File: config.mk
export PLATFORM = sky130hd
export DESIGN_NAME = radio_status_and_test_out
export DESIGN_NICKNAME = d
export VERILOG_FILES = /design/src/core/radio_status_pkg.sv /design/src/core/radio_status_if.sv /design/src/core/test_out_mux.sv /design/src/core/frame_sync_tracker.sv /design/src/core/radio_status_and_test_out.sv
export VERILOG_INCLUDE_DIRS = /design/src /design/src/core
export SDC_FILE = /design/constraint.sdc
export NUM_CORES = 1
export LEC_CHECK = 0
export ABC_CLOCK_PERIOD_IN_PS = 1900
export BUFFER_PORTS_ARGS = -buffer_cell sky130_fd_sc_hd__buf_2
export CORE_AREA = 10 10 79 149
export CTS_CLUSTER_SIZE = 20
export DETAILED_ROUTE_END_ITERATION = 7
export DIE_AREA = 0 0 89 159
export PLACE_DENSITY_LB_ADDON = 0.1
export RECOVER_POWER = 50
export SYNTH_ARGS = -nofsm -noshare
export SYNTH_HDL_FRONTEND = slang
export SYNTH_SLANG_ARGS = --single-unit
File: constraint.sdc
create_clock -name pclk -period 1.9 [get_ports pclk]
set_clock_uncertainty 0.1 [all_clocks]
set_input_delay 0.19 -clock pclk [delete_from_list [all_inputs] [get_ports pclk]]
set_output_delay 0.19 -clock pclk [all_outputs]
set_load 0.005 [all_outputs]
File: src/core/radio_status_consts.svh
// Offsets, field positions, reset values and codes of the radio status block.
// Assumes inclusion by bare name from the package, the checker and the bench.
`ifndef RADIO_STATUS_CONSTS_SVH
`define RADIO_STATUS_CONSTS_SVH

// ==========================================================================
// Register indices (byte address is four times the index)
`define RS_IDX_SIGNAL_STRENGTH  16'hdf3a
`define RS_IDX_RADIO_FSM_STATE  16'hdf3b
`define RS_IDX_PACKET_FLAGS     16'hdf3c
`define RS_IDX_SYNTH_TUNE       16'hdf3d
`define RS_IDX_TEST_OUT_CONFIG0 16'hdf40
`define RS_IDX_TEST_OUT_CONFIG1 16'hdf41
`define RS_IDX_TEST_OUT_CONFIG2 16'hdf42
`define RS_IDX_PORT1_FUNC_SEL   16'hdf43
`define RS_IDX_IRQ_STATUS       16'hdf44
`define RS_IDX_IRQ_MASK         16'hdf45

// ==========================================================================
// Reset values
`define RS_RST_SIGNAL_STRENGTH  8'h80
`define RS_RST_SYNTH_TUNE       8'h94
`define RS_RST_FSM_CODE         5'h01

// ==========================================================================
// Packet flag bit positions
`define RS_BIT_CRC_MATCH        7
`define RS_BIT_CARRIER_SENSE    6
`define RS_BIT_PREAMBLE_MET     5
`define RS_BIT_CHANNEL_CLEAR    4
`define RS_BIT_FRAME_SYNC       3

// ==========================================================================
// Interrupt status bit positions
`define RS_IRQ_CRC_MATCH        0
`define RS_IRQ_FRAME_SYNC       1
`define RS_IRQ_RX_OVERRUN       2
`define RS_IRQ_TX_UNDERRUN      3
`define RS_IRQ_BITS             4

`endif

File: src/core/radio_status_pkg.sv
// Types shared by the radio status block and its helper modules.
// Assumes radio_status_consts.svh is on the include path.
`include "radio_status_consts.svh"

package radio_status_pkg;

  // ========================================================================
  // Radio control state codes
  typedef enum logic [4:0] {
    FSM_SLEEP = 5'h00, FSM_IDLE = 5'h01, FSM_UNUSED = 5'h02,
    FSM_MC_VCO_ON = 5'h03, FSM_MC_REG_ON = 5'h04, FSM_MC_CAL = 5'h05,
    FSM_WAKE_VCO_ON = 5'h06, FSM_WAKE_REG_ON = 5'h07, FSM_CAL_START = 5'h08,
    FSM_SETTLE_BOOST = 5'h09, FSM_SETTLE_LOCK = 5'h0a, FSM_SETTLE_ADC = 5'h0b,
    FSM_CAL_END = 5'h0c, FSM_RX = 5'h0d, FSM_RX_END = 5'h0e, FSM_RX_RESTART = 5'h0f,
    FSM_RX_TO_TX = 5'h10, FSM_RX_OVERRUN = 5'h11, FSM_SYNTH_ON = 5'h12,
    FSM_TX = 5'h13, FSM_TX_END = 5'h14, FSM_TX_TO_RX = 5'h15, FSM_TX_UNDERRUN = 5'h16
  } radio_fsm_code_t;

  // ========================================================================
  // Test output selector codes
  typedef enum logic [5:0] {
    SEL_NORMAL      = 6'h00,
    SEL_PREAMBLE    = 6'h08,
    SEL_CHAN_CLEAR  = 6'h09,
    SEL_CARRIER     = 6'h0e,
    SEL_CRC_MATCH   = 6'h0f,
    SEL_AMP_EN_N    = 6'h1b,
    SEL_LNA_EN_N    = 6'h1c,
    SEL_TIE_LOW     = 6'h2f
  } test_sel_t;

endpackage : radio_status_pkg

File: src/core/radio_status_if.sv
// Status bits and pin selectors passed between the status block's modules.
// Assumes one producer of status and one test output multiplexer.
interface radio_status_if;
  import radio_status_pkg::*;

  logic            crc_match;
  logic            carrier_sense;
  logic            preamble_quality_met;
  logic            channel_clear;
  logic            in_tx;
  logic            in_rx;
  logic            frame_sync_active;
  logic [2:0][5:0] test_out_select;
  logic [2:0]      test_out;
  logic [2:0]      test_active;

  modport core (output crc_match, carrier_sense, preamble_quality_met, channel_clear,
                output in_tx, in_rx, test_out_select, input frame_sync_active,
                input test_out, test_active);
  modport sync (output frame_sync_active);
  modport mux  (input crc_match, carrier_sense, preamble_quality_met, channel_clear,
                input in_tx, in_rx, test_out_select, output test_out, test_active);
endinterface : radio_status_if

File: src/core/test_out_mux.sv
// Picks one internal status signal for each of three port pins.
// Assumes registered status bits; the caller registers the pin result.
module test_out_mux
  import radio_status_pkg::*;
(
  // Status and selectors
  radio_status_if.mux st
);

  // ========================================================================
  // One selector per pin
  genvar g;
  generate
    for (g = 0; g < 3; g++) begin : g_pin
      always_comb begin
        st.test_active[g] = (st.test_out_select[g] != SEL_NORMAL);
        unique case (st.test_out_select[g])
          SEL_PREAMBLE:   st.test_out[g] = st.preamble_quality_met;
          SEL_CHAN_CLEAR: st.test_out[g] = st.channel_clear;
          SEL_CARRIER:    st.test_out[g] = st.carrier_sense;
          SEL_CRC_MATCH:  st.test_out[g] = st.crc_match;
          SEL_AMP_EN_N:   st.test_out[g] = ~st.in_tx;
          SEL_LNA_EN_N:   st.test_out[g] = ~st.in_rx;
          default:        st.test_out[g] = 1'b0;  // Reserved codes drive low
        endcase
      end
    end
  endgenerate

endmodule : test_out_mux

File: src/core/frame_sync_tracker.sv
// Tracks the frame sync flag across sync word, packet end and error states.
// Assumes the radio control code is already registered in the pclk domain.
module frame_sync_tracker
  import radio_status_pkg::*;
(
  // Clock and reset
  input  wire logic            pclk,
  input  wire logic            presetn,
  // Radio events
  input  wire logic            sync_word_seen,
  input  wire logic            packet_end,
  input  wire logic            addr_check_fail,
  input  wire radio_fsm_code_t fsm_code,
  input  wire logic            in_rx,
  // Flag out
  radio_status_if.sync         st
);

  // ========================================================================
  // Flag: any lowering cause wins over a raise in the same cycle
  always_ff @(posedge pclk or negedge presetn) begin
    if (!presetn) begin
      st.frame_sync_active <= 1'b0;
    end else if (packet_end) begin
      st.frame_sync_active <= 1'b0;
    end else if ((in_rx && addr_check_fail) || fsm_code == FSM_RX_OVERRUN) begin
      st.frame_sync_active <= 1'b0;
    end else if (fsm_code == FSM_TX_UNDERRUN) begin
      st.frame_sync_active <= 1'b0;
    end else if (sync_word_seen) begin
      st.frame_sync_active <= 1'b1;
    end
  end

endmodule : frame_sync_tracker

File: src/core/radio_status_and_test_out.sv
// Radio status registers, test output pin routing and regulator control.
// Assumes radio datapath signals are synchronous to pclk and an APB master.
//
// Notes on behaviour
// - Signal strength register, read-only, resets 0x80
// - Five-bit state code, upper bits zero, idle reset
// - Calibration, wakeup and settling state codes
// - Receive, transmit, switching and error state codes
// - CRC match set on match, cleared entering receive
// - Carrier, preamble, clear channel flags; low bits zero
// - Frame sync up on sync word, down at end
// - Receive: address fail or overrun drops frame sync
// - Transmit: underrun drops frame sync
// - Synthesizer tune readback, read-only, resets 0x94
// - Each of three pins has six-bit selector
// - Nonzero selector overrides function select, forces output
// - Regulator off in deep power modes, state kept
// - Selector codes for normal and status signals
// - Active-low amplifier enables in transmit and receive
//
// Design decision made here: register access over APB.
module radio_status_and_test_out
  import radio_status_pkg::*;
(
  // Clock and reset
  input  wire logic        pclk,
  input  wire logic        presetn,
  // APB slave
  input  wire logic        psel,
  input  wire logic        penable,
  input  wire logic        pwrite,
  input  wire logic [31:0] paddr,
  input  wire logic [31:0] pwdata,
  input  wire logic [3:0]  pstrb,
  output logic [31:0]      prdata,
  output logic             pready,
  output logic             pslverr,
  // Radio datapath status
  input  wire logic [7:0]  signal_strength_in,
  input  wire logic [4:0]  radio_fsm_code_in,
  input  wire logic        crc_result_valid,
  input  wire logic        crc_result_match,
  input  wire logic        carrier_sense_in,
  input  wire logic        preamble_quality_met_in,
  input  wire logic        channel_clear_in,
  input  wire logic        sync_word_seen,
  input  wire logic        packet_end,
  input  wire logic        addr_check_fail,
  input  wire logic [7:0]  synth_tune_in,
  // Normal port functions for pins 5..7 of port 1
  input  wire logic [2:0]  gpio_out,
  input  wire logic [2:0]  gpio_oe_n,
  input  wire logic [2:0]  periph_out,
  input  wire logic [2:0]  periph_oe_n,
  // Port pins 5..7 of port 1
  output logic [2:0]       pin_out,
  output logic [2:0]       pin_oe_n,
  // Power control
  input  wire logic [1:0]  power_mode,
  output logic             core_regulator_en,
  // Interrupt
  output logic             irq
);

  // ==========================================================================
  // Internal state
  radio_status_if st ();

  logic [7:0]            signal_strength_q;
  radio_fsm_code_t       fsm_code_q;
  radio_fsm_code_t       fsm_code_prev_q;
  logic                  crc_match_q;
  logic                  carrier_sense_q;
  logic                  preamble_met_q;
  logic                  channel_clear_q;
  logic [7:0]            synth_tune_q;
  logic [2:0][5:0]       test_out_select_q;
  logic [2:0]            port1_function_select_q;
  logic [`RS_IRQ_BITS-1:0] irq_status_q;
  logic [`RS_IRQ_BITS-1:0] irq_mask_q;
  logic                  frame_sync_prev_q;
  logic                  crc_match_prev_q;
  logic [31:0]           prdata_q;
  logic                  pready_q;
  logic                  pslverr_q;
  logic [2:0]            pin_out_q;
  logic [2:0]            pin_oe_n_q;
  logic                  core_regulator_en_q;
  logic                  irq_q;

  logic                  in_rx;
  logic                  in_tx;
  logic                  rx_entry;
  logic [`RS_IRQ_BITS-1:0] irq_events;
  logic                  access_done;
  logic                  wr_done;
  logic [15:0]           reg_index;
  logic                  addr_ok;
  logic                  mapped;
  logic [7:0]            rd_byte;

  // ==========================================================================
  // Radio status sampling
  // Every status field is captured on the same edge, so one read is coherent
  always_ff @(posedge pclk or negedge presetn) begin
    if (!presetn) begin
      signal_strength_q <= `RS_RST_SIGNAL_STRENGTH;
      synth_tune_q      <= `RS_RST_SYNTH_TUNE;
    end else begin
      signal_strength_q <= signal_strength_in;
      synth_tune_q      <= synth_tune_in;
    end
  end

  // Radio control code, with last value kept for entry detection
  always_ff @(posedge pclk or negedge presetn) begin
    if (!presetn) begin
      fsm_code_q      <= FSM_IDLE;
      fsm_code_prev_q <= FSM_IDLE;
    end else begin
      fsm_code_q      <= radio_fsm_code_t'(radio_fsm_code_in);
      fsm_code_prev_q <= fsm_code_q;
    end
  end

  // Receive and transmit groups of state codes
  always_comb begin
    in_rx = (fsm_code_q == FSM_RX) || (fsm_code_q == FSM_RX_END)
         || (fsm_code_q == FSM_RX_RESTART);
    in_tx = (fsm_code_q == FSM_TX) || (fsm_code_q == FSM_TX_END);
  end

  // Entering receive: restart passes through the restart code into receive
  assign rx_entry = (fsm_code_q == FSM_RX) && (fsm_code_prev_q != FSM_RX);

  // ==========================================================================
  // Packet flags
  // Clear on receive entry yields to a match reported on that same edge
  always_ff @(posedge pclk or negedge presetn) begin
    if (!presetn) begin
      crc_match_q <= 1'b0;
    end else if (crc_result_valid) begin
      crc_match_q <= crc_result_match;
    end else if (rx_entry) begin
      crc_match_q <= 1'b0;
    end
  end

  // Live flags from the demodulator
  always_ff @(posedge pclk or negedge presetn) begin
    if (!presetn) begin
      carrier_sense_q <= 1'b0;
      preamble_met_q  <= 1'b0;
      channel_clear_q <= 1'b0;
    end else begin
      carrier_sense_q <= carrier_sense_in;
      preamble_met_q  <= preamble_quality_met_in;
      channel_clear_q <= channel_clear_in;
    end
  end

  // Frame sync tracking
  frame_sync_tracker u_sync (
    .pclk            (pclk),
    .presetn         (presetn),
    .sync_word_seen  (sync_word_seen),
    .packet_end      (packet_end),
    .addr_check_fail (addr_check_fail),
    .fsm_code        (fsm_code_q),
    .in_rx           (in_rx),
    .st              (st.sync)
  );

  // ==========================================================================
  // Test output selection
  assign st.crc_match            = crc_match_q;
  assign st.carrier_sense        = carrier_sense_q;
  assign st.preamble_quality_met = preamble_met_q;
  assign st.channel_clear        = channel_clear_q;
  assign st.in_tx                = in_tx;
  assign st.in_rx                = in_rx;
  assign st.test_out_select      = test_out_select_q;

  test_out_mux u_mux (
    .st (st.mux)
  );

  // Pin drive; a test selection beats the port's own function choice
  always_ff @(posedge pclk or negedge presetn) begin
    if (!presetn) begin
      pin_out_q  <= 3'h0;
      pin_oe_n_q <= 3'h7;
    end else begin
      for (int i = 0; i < 3; i++) begin
        if (st.test_active[i]) begin
          pin_out_q[i]  <= st.test_out[i];
          pin_oe_n_q[i] <= 1'b0;
        end else if (port1_function_select_q[i]) begin
          pin_out_q[i]  <= periph_out[i];
          pin_oe_n_q[i] <= periph_oe_n[i];
        end else begin
          pin_out_q[i]  <= gpio_out[i];
          pin_oe_n_q[i] <= gpio_oe_n[i];
        end
      end
    end
  end

  // ==========================================================================
  // Regulator control
  // Only presetn clears state; power modes touch only the regulator enable register
  always_ff @(posedge pclk or negedge presetn) begin
    if (!presetn) begin
      core_regulator_en_q <= 1'b1;
    end else begin
      core_regulator_en_q <= (power_mode != 2'h2) && (power_mode != 2'h3);
    end
  end

  // ==========================================================================
  // Interrupt events
  always_ff @(posedge pclk or negedge presetn) begin
    if (!presetn) begin
      frame_sync_prev_q <= 1'b0;
      crc_match_prev_q  <= 1'b0;
    end else begin
      frame_sync_prev_q <= st.frame_sync_active;
      crc_match_prev_q  <= crc_match_q;
    end
  end

  // Rising edges of flags and entries into error states
  always_comb begin
    irq_events = '0;
    irq_events[`RS_IRQ_CRC_MATCH]  = crc_match_q && !crc_match_prev_q;
    irq_events[`RS_IRQ_FRAME_SYNC] = st.frame_sync_active && !frame_sync_prev_q;
    irq_events[`RS_IRQ_RX_OVERRUN] = (fsm_code_q == FSM_RX_OVERRUN)
                                  && (fsm_code_prev_q != FSM_RX_OVERRUN);
    irq_events[`RS_IRQ_TX_UNDERRUN] = (fsm_code_q == FSM_TX_UNDERRUN)
                                   && (fsm_code_prev_q != FSM_TX_UNDERRUN);
  end

  // Sticky status, write one to clear; a new event wins over the clear
  always_ff @(posedge pclk or negedge presetn) begin
    if (!presetn) begin
      irq_status_q <= '0;
    end else if (wr_done && reg_index == `RS_IDX_IRQ_STATUS) begin
      irq_status_q <= (irq_status_q & ~pwdata[`RS_IRQ_BITS-1:0]) | irq_events;
    end else begin
      irq_status_q <= irq_status_q | irq_events;
    end
  end

  // Level interrupt
  always_ff @(posedge pclk or negedge presetn) begin
    if (!presetn) begin
      irq_q <= 1'b0;
    end else begin
      irq_q <= |(irq_status_q & irq_mask_q);
    end
  end

  // ==========================================================================
  // APB decode
  // One wait state: the access cycle after setup always stalls once
  assign reg_index   = paddr[17:2];
  assign addr_ok     = (paddr[31:18] == 14'h0) && (paddr[1:0] == 2'h0);
  assign access_done = psel && penable && pready_q;
  assign wr_done     = access_done && pwrite && pstrb[0] && mapped;

  // Read data mux; unused and upper bits read zero
  always_comb begin
    mapped  = addr_ok;
    rd_byte = 8'h00;
    unique case (reg_index)
      `RS_IDX_SIGNAL_STRENGTH:  rd_byte = signal_strength_q;
      `RS_IDX_RADIO_FSM_STATE:  rd_byte = {3'h0, fsm_code_q};
      `RS_IDX_PACKET_FLAGS: begin
        rd_byte[`RS_BIT_CRC_MATCH]     = crc_match_q;
        rd_byte[`RS_BIT_CARRIER_SENSE] = carrier_sense_q;
        rd_byte[`RS_BIT_PREAMBLE_MET]  = preamble_met_q;
        rd_byte[`RS_BIT_CHANNEL_CLEAR] = channel_clear_q;
        rd_byte[`RS_BIT_FRAME_SYNC]    = st.frame_sync_active;
      end
      `RS_IDX_SYNTH_TUNE:       rd_byte = synth_tune_q;
      `RS_IDX_TEST_OUT_CONFIG0: rd_byte = {2'h0, test_out_select_q[0]};
      `RS_IDX_TEST_OUT_CONFIG1: rd_byte = {2'h0, test_out_select_q[1]};
      `RS_IDX_TEST_OUT_CONFIG2: rd_byte = {2'h0, test_out_select_q[2]};
      `RS_IDX_PORT1_FUNC_SEL:   rd_byte = {5'h0, port1_function_select_q};
      `RS_IDX_IRQ_STATUS:       rd_byte = {4'h0, irq_status_q};
      `RS_IDX_IRQ_MASK:         rd_byte = {4'h0, irq_mask_q};
      default:                  mapped  = 1'b0;
    endcase
  end

  // Handshake and read capture
  always_ff @(posedge pclk or negedge presetn) begin
    if (!presetn) begin
      pready_q  <= 1'b0;
      pslverr_q <= 1'b0;
      prdata_q  <= 32'h0;
    end else begin
      pready_q  <= psel && penable && !pready_q;
      pslverr_q <= psel && penable && !pready_q && !mapped;
      if (psel && penable && !pready_q && !pwrite) begin
        prdata_q <= {24'h0, rd_byte};
      end
    end
  end

  // ==========================================================================
  // Writable configuration; read-only registers have no write path, IRQ status clears above
  always_ff @(posedge pclk or negedge presetn) begin
    if (!presetn) begin
      test_out_select_q       <= '0;
      port1_function_select_q <= 3'h0;
      irq_mask_q              <= '0;
    end else if (wr_done) begin
      unique case (reg_index)
        `RS_IDX_TEST_OUT_CONFIG0: test_out_select_q[0] <= pwdata[5:0];
        `RS_IDX_TEST_OUT_CONFIG1: test_out_select_q[1] <= pwdata[5:0];
        `RS_IDX_TEST_OUT_CONFIG2: test_out_select_q[2] <= pwdata[5:0];
        `RS_IDX_PORT1_FUNC_SEL:   port1_function_select_q <= pwdata[2:0];
        `RS_IDX_IRQ_MASK:         irq_mask_q <= pwdata[`RS_IRQ_BITS-1:0];
        default: ;  // Read-only and status writes fall through untouched
      endcase
    end
  end

  // ==========================================================================
  // Outputs
  assign prdata            = prdata_q;
  assign pready            = pready_q;
  assign pslverr           = pslverr_q;
  assign pin_out           = pin_out_q;
  assign pin_oe_n          = pin_oe_n_q;
  assign core_regulator_en = core_regulator_en_q;
  assign irq               = irq_q;

endmodule : radio_status_and_test_out

Word-level counts from Yosys, hierarchy flattened
Index checks and enable logic that the tools add are counted.
Widths: inputs -> output; s select.
{"block": "word_totals", "reg_bits": 80, "latch_bits": 0, "ram_bits": 0, "rom_bits": 0, "inputBits": 116, "out_inout_bits": 42, "n_memories": 0}
{"block": "op_classes", "add_sub_neg": 0, "n_mul": 0, "div_mod_pow": 0, "magnitude_cmp": 0, "n_eq_ne": 40, "shift": 0, "muxes": 25, "n_bitwise": 7, "reduce_logical": 40}
{"cell": "$eq 16x16->1 const B", "count": 10}
{"cell": "$eq 6x4->1 const B", "count": 12}
{"cell": "$pmux 5 s9", "count": 1}
{"cell": "$eq 6x5->1 const B", "count": 6}
{"cell": "$pmux 3 s9", "count": 1}
{"cell": "$eq 5x5->1 const B", "count": 4}
{"cell": "$mux 1", "count": 19}
{"cell": "$pmux 1 s6", "count": 3}
{"cell": "$reduce_bool 6->1", "count": 3}
{"cell": "$logic_and 1x1->1", "count": 17}
{"cell": "$eq 5x4->1 const B", "count": 3}
{"cell": "$logic_not 14->1", "count": 1}
{"cell": "$ne 5x5->1 const B", "count": 2}
{"cell": "$reduce_and 2->1", "count": 5}
{"cell": "$reduce_or 10->1", "count": 1}
{"cell": "$and 4x4->4", "count": 2}
{"cell": "$or 4x4->4", "count": 2}
{"cell": "$logic_not 1->1", "count": 5}
{"cell": "$ne 5x4->1 const B", "count": 1}
{"cell": "$logic_or 1x1->1", "count": 4}
{"cell": "$mux 4", "count": 1}
{"cell": "$ne 2x2->1 const B", "count": 2}
{"cell": "$not 4->4", "count": 1}
{"cell": "$reduce_bool 4->1", "count": 1}
{"cell": "other kinds (4)", "count": 5}

Depth between registers and ports, before layout
Gate-level depths: netlist of the first run.
{"block": "depth", "ltp_word": 7, "depth_mapped": 7, "depth_no_buf": 5}

Cells and area by module
A second synthesis of the first run with hierarchy kept.
{"block": "unflattened", "cells_unflattened": 379, "hier_area_um2": 4174.0}
{"mod": "radio_status_and_test_out", "n_inst": 1, "cells_each": 334, "area_each_um2": 3832.4}
{"mod": "test_out_mux", "n_inst": 1, "cells_each": 37, "area_each_um2": 276.5}
{"mod": "frame_sync_tracker", "n_inst": 1, "cells_each": 8, "area_each_um2": 65.1}

Least setup slack after synthesis of the first run
No wires, ideal clock.
{"block": "synth_timing", "path_kind": "input-to-reg", "start": "in paddr[6]", "end": "reg test_out_select_q, in the netlist st.test_out_select[12]", "setup_ns": 0.125, "t_arrival_ns": 1.824, "required_time_ns": 1.675, "slack_ns": -0.148, "path_stages": 5, "path_buffers": 1, "cell_sequence": "or3_4 or4_1 buf_6 nor3_4 mux2_2"}
{"block": "synth_via", "elab_chain_len": 5, "elab_cells_between_ends": 14, "classes_between": "10 x eq/ne; 1 x mux; 3 x reduce/logical"}
{"item": "start: declaration", "line_no": "radio_status_and_test_out.sv:32", "source": "input wire logic [31:0] paddr,"}
{"item": "$eq 16x16->1, on equally long branches", "line_no": "radio_status_and_test_out.sv:275, radio_status_and_test_out.sv:319"}
{"item": "$reduce_or 10->1 (no line)"}
{"item": "$mux 1", "line_no": "radio_status_and_test_out.sv:275", "source": "unique case (reg_index)"}
{"item": "$logic_and 1x1->1", "line_no": "radio_status_and_test_out.sv:269", "source": "assign wr_done = access_done && pwrite && pstrb[0] && mapped;"}
{"item": "$reduce_and 2->1 (no line) *"}
{"item": "end: declaration", "line_no": "radio_status_and_test_out.sv:77", "source": "logic [2:0][5:0] test_out_select_q;"}
Every way passes the cells marked *; elsewhere a longest branch is shown, timed or not.
A chain may end at the register's enable or synchronous reset.

Worst setup path after layout of the first run
{"block": "layout_timing", "start": "in paddr[9]", "end": "reg irq_mask_q[3]"}
{"block": "layout_via", "elab_chain_len": 5, "elab_cells_between_ends": 14, "classes_between": "10 x eq/ne; 1 x mux; 3 x reduce/logical"}
{"item": "$eq 16x16->1, on equally long branches", "line_no": "radio_status_and_test_out.sv:275, radio_status_and_test_out.sv:319"}
{"item": "$reduce_or 10->1 (no line)"}
{"item": "$mux 1", "line_no": "radio_status_and_test_out.sv:275"}
{"item": "$logic_and 1x1->1", "line_no": "radio_status_and_test_out.sv:269"}
{"item": "$reduce_and 2->1 (no line) *"}
{"item": "end signal: assignment", "line_no": "radio_status_and_test_out.sv:324", "source": "`RS_IDX_IRQ_MASK: irq_mask_q <= pwdata[`RS_IRQ_BITS-1:0];"}
{"item": "end: declaration", "line_no": "radio_status_and_test_out.sv:80", "source": "logic [`RS_IRQ_BITS-1:0] irq_mask_q;"}
Marks and branches as above.

==> run summary, run 1 <==
Seq/Total Area, Yosys - 49.58%
M1 wire length - 4306 um
Syn_area_per_cell - 11.22 um2
Multiplexer area fraction after synthesis - 13.49%
Post-route ant nets - 0
Slew Limit Fails - 0
Routed WL per cell - 20.21 um
Worst min-delay path class - primary input to flop
Area of the mapped netlist - 4063 um2
Worst slew pin tran - 0.8865 ns
Share of cells above drive strength 1 - 39.34%
Nets@finish - 655
Post-Synth Adder-Cell Area - 0%
Worst hold margin - 0.003250 ns
WP data required - 2.03 ns
Met3 wire length - 709 um
Drc violations - 0
Worst-Skew Late Latency - 0.34 ns
Slew HR - 40.90%
Max clock buf depth - 2
Final Hold Fails - 0
Ys flop type - dfrtp_1
Yosys warnings - 0
Status - finished, final reports clean
Hpwl dp - 10330 um
Count leader, synth - dfrtp_1
Iter 0 DRT Violations - 164
Num ports - 158
VDD IR-drop max - 0.6011 mV
Cell family with most CP delay - simple AND/OR/NAND/NOR gates
Arrival @ worst endpoint - 1.95 ns
Antenna diode count - 0
GR Util All Layers - 18.58%
Slowest cell on the critical path - or4_4
HP Start - gpio_oe_n[1]
Top layer in use - met4
First-pass GRT wire length - 20070 um
# setup viols final - 0
Crit Path Max Fanout - 6
Critical path cell sequence - buf_2 -> buf_4 -> or3_4 -> or4_4 -> buf_12 -> nor3_4 -> mux2_2
Grt total ovfl - 0
CTS tree - yes
Post-synthesis simple-gate area fraction - 19.19%
Pre-CTS worst setup slack - -0.2797 ns
Initial DRT Pass Iterations - 4
CTS Buf Count - 9
Post-synth top area cell - dfrtp_1
WHS Path Cells - 3
Fin Setup TNS - 0 ns
Synth cell count leaders - dfrtp_1 (70), mux2_2 (27), nand2_1 (26)
Final WS setup - 0.08242 ns
FF-to-FF End - st.test_out_select[2]$_DFFE_PN0P_
EDFF count, synth - 0
Max incr delay on CP - 0.48 ns
Syn-to-layout area delta - 38.40%
Initial antenna violation count - 0
CTS clk-pin slew, worst paths - 0.06 ns
Top cells by area, synth - dfrtp_1 (43%), mux2_2 (7.5%), dfstp_2 (6.5%)
Power per cell area - 722.4 nW/um2
CP Depth - 7
Die Span X - 89 um
Critical path class - primary input to flop
CP bufs+invs - 3
P_leak - 2.626 nW
R2R Setup Slk - 0.09 ns
WHS Endpoint - pin_oe_n[1]$_DFF_PN1_
Largest family of logic cells by synthesized area - simple AND/OR/NAND/NOR gates
Synth Area in XOR/XNOR - 0%
Crit path launch type - primary input
Die height - 159 um
CTS H-Tree Depth - 3
Vias in the first global route - 3911
Final GP Congestion - 0.8965
Core Region - 9321 um2
Port-buffer cells - 103
Met2 routed WL - 7589 um
Postcts setup bufs - 0
Tmin final - 1.818 ns
Ys async rst share - 100.0%
FF-to-FF path depth - 5
Yosys top cell area share - 43.12%
Die footprint - 14150 um2
Max Freq - 550.2 MHz
Unrepaired setup endpoints after global routing - no
Via density - 5.565
Yosys reg bits - 80
Vias - 3606
Fillers - 813
FF-to-FF Start - pready$_DFF_PN0_
Crit. End Element - flop
Site Rows - 50
Largest net degree at the start of global routing - 33
Initial Util - 43.58%
Maxcap violations - 0
Sinks on Clock Net - 80
CTS root buffer - clkbuf_16
Post-Route WL - 13100 um
Synth Instances - 362
Distinct cells, synth - 65
Final Cycle Share - 95.66%
Area fraction in compound gates after synthesis - 11.49%
## worst register-to-register path, cell delays in order (launching register included)
cell and delay [ns]:
dfrtp_1 0.34, and3_1 0.17, and2b_2 0.21, nand2_4 0.06, or4_4 0.48, mux2_1 0.34
## power breakdown
part           switching [W]  internal, W  total [W]
combinational       0.000220     0.000213   0.000433
sequential         0.0000379      0.00178    0.00181
clock               0.000743      0.00107    0.00181
total                0.00100      0.00306    0.00406
## cell families after synthesis
kind of cell    count (synthesis)
other cells                     1
buf+inv                        40
simple gates                  131
compound gates                 60
flops                          80
mux                            50
## layout by cell type, fill, tap and decap left out, types with 3 or more instances in the layout
master / instances
clkbuf_16: 9
o32ai_1: 3
dfrtp_1: 70
a22oi_1: 3
nand2_1: 26
nand4_1: 6
mux2_2: 21
a21oi_1: 5
mux2_4: 6
dlygate4sd3_1: 30
mux2i_1: 21
dfstp_2: 10
nor4bb_1: 3
nand4b_1: 6
nand3_1: 7
inv_1: 7
and3_1: 3
buf_2: 102
o21ai_0: 8
nor3_1: 10
nor3b_1: 3
nand3b_1: 3
o2bb2ai_1: 4
nand2b_1: 4
clkbuf_1: 5
buf_12: 3
buf_4: 34
nor4_4: 4
a22o_1: 6
nor4_1: 6
conb_1: 24
o211ai_1: 3
or3_1: 3
a32o_1: 3
nor2_1: 24
## repair_timing
action | CTS | global route
hold buffers | 30 | 0
endpoints found under the hold margin | 55 | 0
resized for setup | 0 | 3
setup endpoints to repair | 0 | 8
## flip-flops by register name (all words and copies together) (netlist names), 3 cells and up
name                     cells
irq_mask_q                   4
prdata                       8
st.test_out_select          18
fsm_code_q                   5
fsm_code_prev_q              5
pin_oe_n                     3
synth_tune_q                 8
port1_function_select_q      3
irq_status_q                 4
signal_strength_q            8
pin_out                      3
## through the flow
stage / util [%] / instance area [um2] / cells / total power [W]
2_1_floorplan: - / 4248 / 385 / 0.002008
3_3_place_gp: 53.92 / 5026 / 602 / 0.002230
3_5_place_dp: 53.92 / 5026 / 602 / 0.002238
4_1_cts: 60.51 / 5640 / 648 / 0.004098
5_1_grt: 60.32 / 5623 / 648 / 0.004221
6_report: 60.32 / 5623 / 648 / 0.004062
## layer usage
layer,up-vias,track usage (%)
met5,-,0
met4,0,9.243
met3,31,3.941
met2,113,35.27
met1,1781,17.37
li1,1681,-
## area by class of cell
class                      instances  area (um2)  area share (%)
clock buffer                      10       239.0           4.250
clock inverter                     6       75.07           1.335
inverter                           7       26.28          0.4673
multi-input combinational        265        1983           35.27
sequential                        80        2014           35.83
tap                              104       130.1           2.314
timing repair buffer             176        1155           20.54
## how the worst max path moves through the flow
| stage | from | endpoint | slack (ns) |
|---|---|---|---|
| CTS | pready$_DFF_PN0_ | st.test_out_select[2]$_DFFE_PN0P_ | 0.005 |
| floorplan | paddr[6] | st.test_out_select[12]$_DFFE_PN0P_ | -0.14 |
| finish | paddr[9] | irq_mask_q[3]$_DFFE_PN0P_ | 0.08 |
| global placement | paddr[9] | irq_mask_q[1]$_DFFE_PN0P_ | -0.25 |
| detailed placement | paddr[9] | irq_mask_q[3]$_DFFE_PN0P_ | -0.28 |
| global route | pready$_DFF_PN0_ | st.test_out_select[2]$_DFFE_PN0P_ | 0.009 |
(Power assumes the default switching activity.)
==> inputs of run 2 (changes only) <==
--- a/config.mk
+++ b/config.mk
@@ -6,7 +6,7 @@
 export SDC_FILE = /design/constraint.sdc
 export NUM_CORES = 1
 export LEC_CHECK = 0
-export ABC_CLOCK_PERIOD_IN_PS = 1900
+export ABC_CLOCK_PERIOD_IN_PS = 1600
 export BUFFER_PORTS_ARGS = -buffer_cell sky130_fd_sc_hd__buf_2
 export CORE_AREA = 10 10 79 149
 export CTS_CLUSTER_SIZE = 20
==> constraint.sdc (replaced) <==
create_clock -name pclk -period 1.6 [get_ports pclk]
set_clock_uncertainty 0.1 [all_clocks]
set_input_delay 0.16 -clock pclk [delete_from_list [all_inputs] [get_ports pclk]]
set_output_delay 0.16 -clock pclk [all_outputs]
set_load 0.005 [all_outputs]
==> run 2 against run 1 <==
  * The flow now finishes with violations (setup timing)
  * Clock-buffer cell count grew 2
  * First-iteration DRC count is 6.7% higher
  * Via count increased by 5.7%
  * Hold slack improved by 0.016 ns
  * Register-to-register slack got worse by 0.42 ns
  * Sequential power rose by 19%
  * Non-clock buffer count is 48 higher
  * Sequential share of layout area fell by 3.9 points
  * Sequential cell count stayed put
  * Core utilization grew 7.4 points
  * Total power rose by 15%
==> run summary, run 2 (synthesized netlist as in run 1, its figures left out) <==
Status - finished with violations
Failing checks - setup timing
Routed WL per cell - 20.83 um (+3.0%)
Final Hold Fails - 0 (unchanged)
Unrepaired setup endpoints after global routing - yes
Die Span X - 89 um (unchanged)
Power per cell area - 742.5 nW/um2 (+2.8%)
Final WS setup - -0.3301 ns (-0.4125 ns)
CP bufs+invs - 0 (-3)
Commonest non-fill, non-tap cell in the layout - buf_2
WHS Path Cells - 2 (-1)
Hpwl dp - 11040 um (+6.8%)
Via density - 5.477 (-1.6%)
Site Rows - 50 (unchanged)
HP Start - pwdata[5]
FF-to-FF path depth - 5 (unchanged)
Largest net degree at the start of global routing - 38 (+15%)
Placed inst area - 5281 um2 (+5.1%)
Maxcap violations - 0 (unchanged)
Worst-Skew Late Latency - 0.34 ns (about the same)
Cell family with most CP delay - simple AND/OR/NAND/NOR gates
Max reg flops - 18 (unchanged)
Max clock buf depth - 2 (unchanged)
Worst hold margin - 0.01901 ns (+0.01576 ns)
VDD IR-drop max - 0.6814 mV (+13%)
Post-Route WL - 14500 um (+11%)
Vias - 3812 (+5.7%)
Initial DRT Pass Iterations - 5 (+1)
Fillers - 731 (-10%)
Tmin final - 1.930 ns
P_leak - 2.957 nW (+13%)
Critical path class - flop to flop
PnR Total Power - 0.004684 W (+15%)
Die height - 159 um (unchanged)
Initial Util - 43.58% (unchanged)
Worst slew pin tran - 0.9095 ns (+0.02305 ns)
Drc violations - 0 (unchanged)
FF-to-FF End - st.test_out_select[1]$_DFFE_PN0P_
CTS root buffer - clkbuf_16
Arrival @ worst endpoint - 2.05 ns (+0.10 ns)
Max Freq - 518.1 MHz
Sinks on Clock Net - 80 (unchanged)
WHS Endpoint - st.test_out_select[11]$_DFFE_PN0P_
Slew Limit Fails - 0 (unchanged)
CTS Buf Count - 9 (unchanged)
Multi-input gate area - 2280 um2 (+15%)
Share of cells above drive strength 1 - 49.16% (+9.8 points)
R2R Setup Slk - -0.33 ns (-0.42 ns)
Slew HR - 39.37% (-1.5 points)
Max incr delay on CP - 0.56 ns (+0.08 ns)
CTS tree - yes
Vias in the first global route - 4150 (+6.1%)
Crit Path Max Fanout - 6 (unchanged)
Inst Count DP - 634 (+5.3%)
WP data required - 1.72 ns (-0.31 ns)
Slowest cell on the critical path - or4_4
CTS clk-pin slew, worst paths - 0.07 ns (about the same)
Num ports - 158 (unchanged)
Sequential cell area - 2017 um2 (+0.12%)
Initial antenna violation count - 0 (unchanged)
Grt total ovfl - 0 (unchanged)
Syn-to-layout area delta - 55.28%
Crit. End Element - flop
GR Util All Layers - 19.85% (+1.3 points)
FF-to-FF Start - pready$_DFF_PN0_
Final Cell Area - 6309 um2 (+12%)
Antenna diode count - 0 (unchanged)
Post-route ant nets - 0 (unchanged)
Most frequent cells in the layout - buf_2 (101), dfrtp_1 (68), buf_4 (68)
# setup viols final - 35 (+35)
Worst min-delay path class - primary input to flop
Port-buffer cells - 103 (unchanged)
Core Region - 9321 um2 (unchanged)
Nets@finish - 703 (+7.3%)
Final Cycle Share - 120.6%
Critical path cell sequence - and3_4 -> and2b_2 -> nand2_4 -> or4_4 -> mux2_4
Die footprint - 14150 um2 (unchanged)
Final std cells w/o fill - 696 (+7.4%)
Final GP Congestion - 0.8999 (+0.38%)
Crit path launch type - flop
Iter 0 DRT Violations - 175 (+6.7%)
First-pass GRT wire length - 21460 um (+6.9%)
CTS H-Tree Depth - 3 (unchanged)
run 2: changes by cell type in the layout (fill, tap and decap cells not counted), sizes merged:
cell         delta
clkinvlp        +1
buf            +44
dlygate4sd3     +6
bufinv          -1
inv             -1
clkinv          -1
run 2: worst max-delay path by stage:
stage,from,end,slack [ns],cells past startpoint
6_report,pready$_DFF_PN0_,st.test_out_select[1]$_DFFE_PN0P_,-0.33,5
5_1_grt,pready$_DFF_PN0_,st.test_out_select[1]$_DFFE_PN0P_,-0.35,5
4_1_cts,pready$_DFF_PN0_,st.test_out_select[1]$_DFFE_PN0P_,-0.30,5
3_5_place_dp,paddr[27],st.test_out_select[2]$_DFFE_PN0P_,-0.47,6
3_3_place_gp,paddr[6],st.test_out_select[10]$_DFFE_PN0P_,-0.47,8
2_1_floorplan,paddr[6],st.test_out_select[12]$_DFFE_PN0P_,-0.41,5
run 2: what timing repair did:
item | CTS | global route
resized for setup | 42 | 38
hold endpoints to repair | 59 | 0
setup buffers | 7 | 6
pin swaps | 19 | 21
setup endpoints to repair | 38 | 40
hold buffers | 36 | 0
run 2: where the power goes:
part / switching, W / internal (W)
Sequential: 0.0000497 / 0.00211
Clock: 0.000815 / 0.00110
Combinational: 0.000297 / 0.000316
Total: 0.00116 / 0.00352
run 2: metrics by stage:
stage	util (%)	TNS, ns	worst slack, ns
after detailed placement	56.66	-15.59	-0.4742
after global placement	56.66	-15.40	-0.4712
after floorplan	-	-6.302	-0.4122
after global routing	67.68	-8.715	-0.3488
final	67.68	-6.660	-0.3301
after CTS	65.72	-5.890	-0.3031
run 2: cell type report:
type	instances	share of cell area (%)
clock buffer	12	3.907
clock inverter	4	0.4562
inverter	7	0.4165
multi-input combinational	265	36.14
sequential	80	31.97
tap	104	2.063
timing repair buffer	224	25.05
run 2: metal layers:
metal  part of all wire (%)  GRT usage, %  routed length [um]  vias to the layer above
met4                    3.3         9.607                 478                        0
li1                       -             -                   -                     1773
met3                    5.6         4.606                 813                       29
met1                     35         19.08                5024                     1864
met2                     56         36.97                8178                      146
met5                      0             0                   0                        -
==> inputs of run 3 (changes only) <==
--- a/config.mk
+++ b/config.mk
@@ -14,6 +14,7 @@
 export DIE_AREA = 0 0 89 159
 export PLACE_DENSITY_LB_ADDON = 0.1
 export RECOVER_POWER = 50
+export REMOVE_ABC_BUFFERS = 1
 export SYNTH_ARGS = -nofsm -noshare
 export SYNTH_HDL_FRONTEND = slang
 export SYNTH_SLANG_ARGS = --single-unit
==> run 3 against run 2 <==
  * The flow finishes with violations (hold timing, setup timing)
  * Critical path depth did not move
  * First-iteration DRC count decreased by 6.9%
  * Die area unchanged
  * Hold slack got worse by 0.022 ns
  * Combinational power down 0.8%
  * Non-clock buffer count decreased by 4
==> run summary, run 3 (synthesized netlist as in run 1, its figures left out) <==
CTS Buf Count - 9 (unchanged)
GR Util All Layers - 19.87% (+0.023 points)
CTS root buffer - clkbuf_16
Via density - 5.473 (about the same)
Max Freq - 563.2 MHz (+8.7%)
Iter 0 DRT Violations - 163 (-6.9%)
FF-to-FF path depth - 5 (unchanged)
Drc violations - 0 (unchanged)
Initial antenna violation count - 0 (unchanged)
Hpwl dp - 10510 um (-4.8%)
Unrepaired setup endpoints after global routing - yes
Final GP Congestion - 0.8665 (-3.7%)
P_leak - 2.915 nW (-1.4%)
Vias in the first global route - 4220 (+1.7%)
Inst Count DP - 626 (-1.3%)
Crit path launch type - flop
Tmin final - 1.776 ns (-0.1545 ns)
# setup viols final - 30 (-14%)
Site Rows - 50 (unchanged)
WHS Path Cells - 3 (+1)
Nets@finish - 699 (-0.57%)
Commonest non-fill, non-tap cell in the layout - buf_2
CTS H-Tree Depth - 3 (unchanged)
Max clock buf depth - 2 (unchanged)
R2R Setup Slk - -0.18 ns (+0.15 ns)
Final WS setup - -0.1755 ns (+0.1545 ns)
CTS clk-pin slew, worst paths - 0.06 ns (about the same)
Failing checks - hold timing, setup timing
Initial Util - 43.58% (unchanged)
Critical path class - flop to flop
Maxcap violations - 0 (unchanged)
FF-to-FF Start - pready$_DFF_PN0_
Worst slew pin tran - 1.077 ns (+0.1670 ns)
FF-to-FF End - st.test_out_select[2]$_DFFE_PN0P_
Worst hold margin - -0.002889 ns (-0.02190 ns)
WP data required - 1.72 ns (about the same)
First-pass GRT wire length - 21460 um (unchanged)
Initial DRT Pass Iterations - 5 (unchanged)
VDD IR-drop max - 0.7222 mV (+6.0%)
Crit Path Max Fanout - 6 (unchanged)
Crit. End Element - flop
Core Util, Final - 67.10% (-0.58 points)
Final Hold Fails - 1 (+1)
Vias - 3787 (-0.66%)
Antenna diode count - 0 (unchanged)
PnR Total Power - 0.004757 W (+1.6%)
Slew HR - 28.23% (-11 points)
Port-buffer cells - 103 (unchanged)
Slew Limit Fails - 0 (unchanged)
Syn-to-layout area delta - 53.96%
Status - finished with violations
Worst setup path endpoint - st.test_out_select[2]$_DFFE_PN0P_
Die Span X - 89 um (unchanged)
Final Cycle Share - 111.0% (-9.7 points)
Post-route ant nets - 0 (unchanged)
Sinks on Clock Net - 80 (unchanged)
Die footprint - 14150 um2 (unchanged)
Core Region - 9321 um2 (unchanged)
Routed WL per cell - 20.24 um (-2.8%)
Num ports - 158 (unchanged)
Post-Route WL - 14010 um (-3.4%)
Share of cells above drive strength 1 - 47.79% (-1.4 points)
Grt total ovfl - 0 (unchanged)
Power per cell area - 760.5 nW/um2 (+2.4%)
Arrival @ worst endpoint - 1.90 ns (-0.15 ns)
Largest net degree at the start of global routing - 33 (-13%)
Die height - 159 um (unchanged)
Crit path from - pready$_DFF_PN0_
Most frequent cells in the layout - buf_2 (97), dfrtp_1 (70), buf_4 (64)
Final std cells w/o fill - 692 (-0.57%)
Worst min-delay path class - primary input to flop
CTS tree - yes
Worst-Skew Late Latency - 0.34 ns (about the same)
Max reg flops - 18 (unchanged)
==> run 3: changes by cell type in the layout (fill, tap and decap cells not counted), sizes merged <==
cell and delta:
clkinvlp +1, buf -5, clkbuf -1, inv +1
==> run 3: critical path, stage by stage, from the launching register on <==
cell	delay [ns]
dfrtp_1	0.34
and3_1	0.16
and2b_2	0.19
nand2_4	0.06
or4_4	0.48
mux2_1	0.33
==> run 3: worst min-delay path by stage <==
stage / start / to / slack [ns]
floorplan: presetn / carrier_sense_q$_DFF_PN0_ / -0.24
finish: gpio_out[0] / pin_out[0]$_DFF_PN0_ / -0.003
CTS: periph_out[0] / pin_out[0]$_DFF_PN0_ / 0.01
detailed placement: presetn / pslverr$_DFF_PN0_ / -0.04
global placement: presetn / pslverr$_DFF_PN0_ / -0.04
global route: periph_out[0] / pin_out[0]$_DFF_PN0_ / 0.03
==> run 3: cell type report <==
| cell class | count | area [um2] |
|---|---|---|
| fill | 735 | 3067 |
| tap | 104 | 130.1 |
| multi-input combinational | 265 | 2207 |
| clock inverter | 6 | 51.30 |
| inverter | 7 | 26.28 |
| sequential | 80 | 2014 |
| timing repair buffer | 220 | 1587 |
| clock buffer | 10 | 239.0 |
==> run 3: timing repair <==
action,in CTS,in global routing
hold buffers,36,0
buffers inserted,5,8
pin swaps,23,17
hold endpoints to repair,106,0
gates cloned,0,1
setup endpoints to repair,40,39
gates resized for setup,53,36
==> run 3: layer usage <==
layer  routed length [um]  track usage, %  vias to the layer above
met5                    0               0                        -
met4                  725           12.23                        0
met3                  814           4.248                       39
met2                 7715           36.14                      136
met1                 4752           19.02                     1840
li1                     -               -                     1772
==> run 3: through the flow <==
stage	instance area, um2	setup slack, ns	setup TNS (ns)	hold slack [ns]
3_5_place_dp	5089	-0.6752	-20.46	-0.04111
6_report	6255	-0.1755	-2.976	-0.002889
5_1_grt	6255	-0.2350	-8.353	0.03262
4_1_cts	6021	-0.1946	-3.458	0.01032
2_1_floorplan	3925	-0.4797	-8.781	-0.2356
3_3_place_gp	5089	-0.6505	-19.23	-0.04165
==> run 3: where the power goes <==
group	internal (W)	switching (W)	leakage, nW
combinational	0.000320	0.000288	1.79
clock	0.00111	0.000880	0.133
sequential	0.00211	0.0000486	0.993
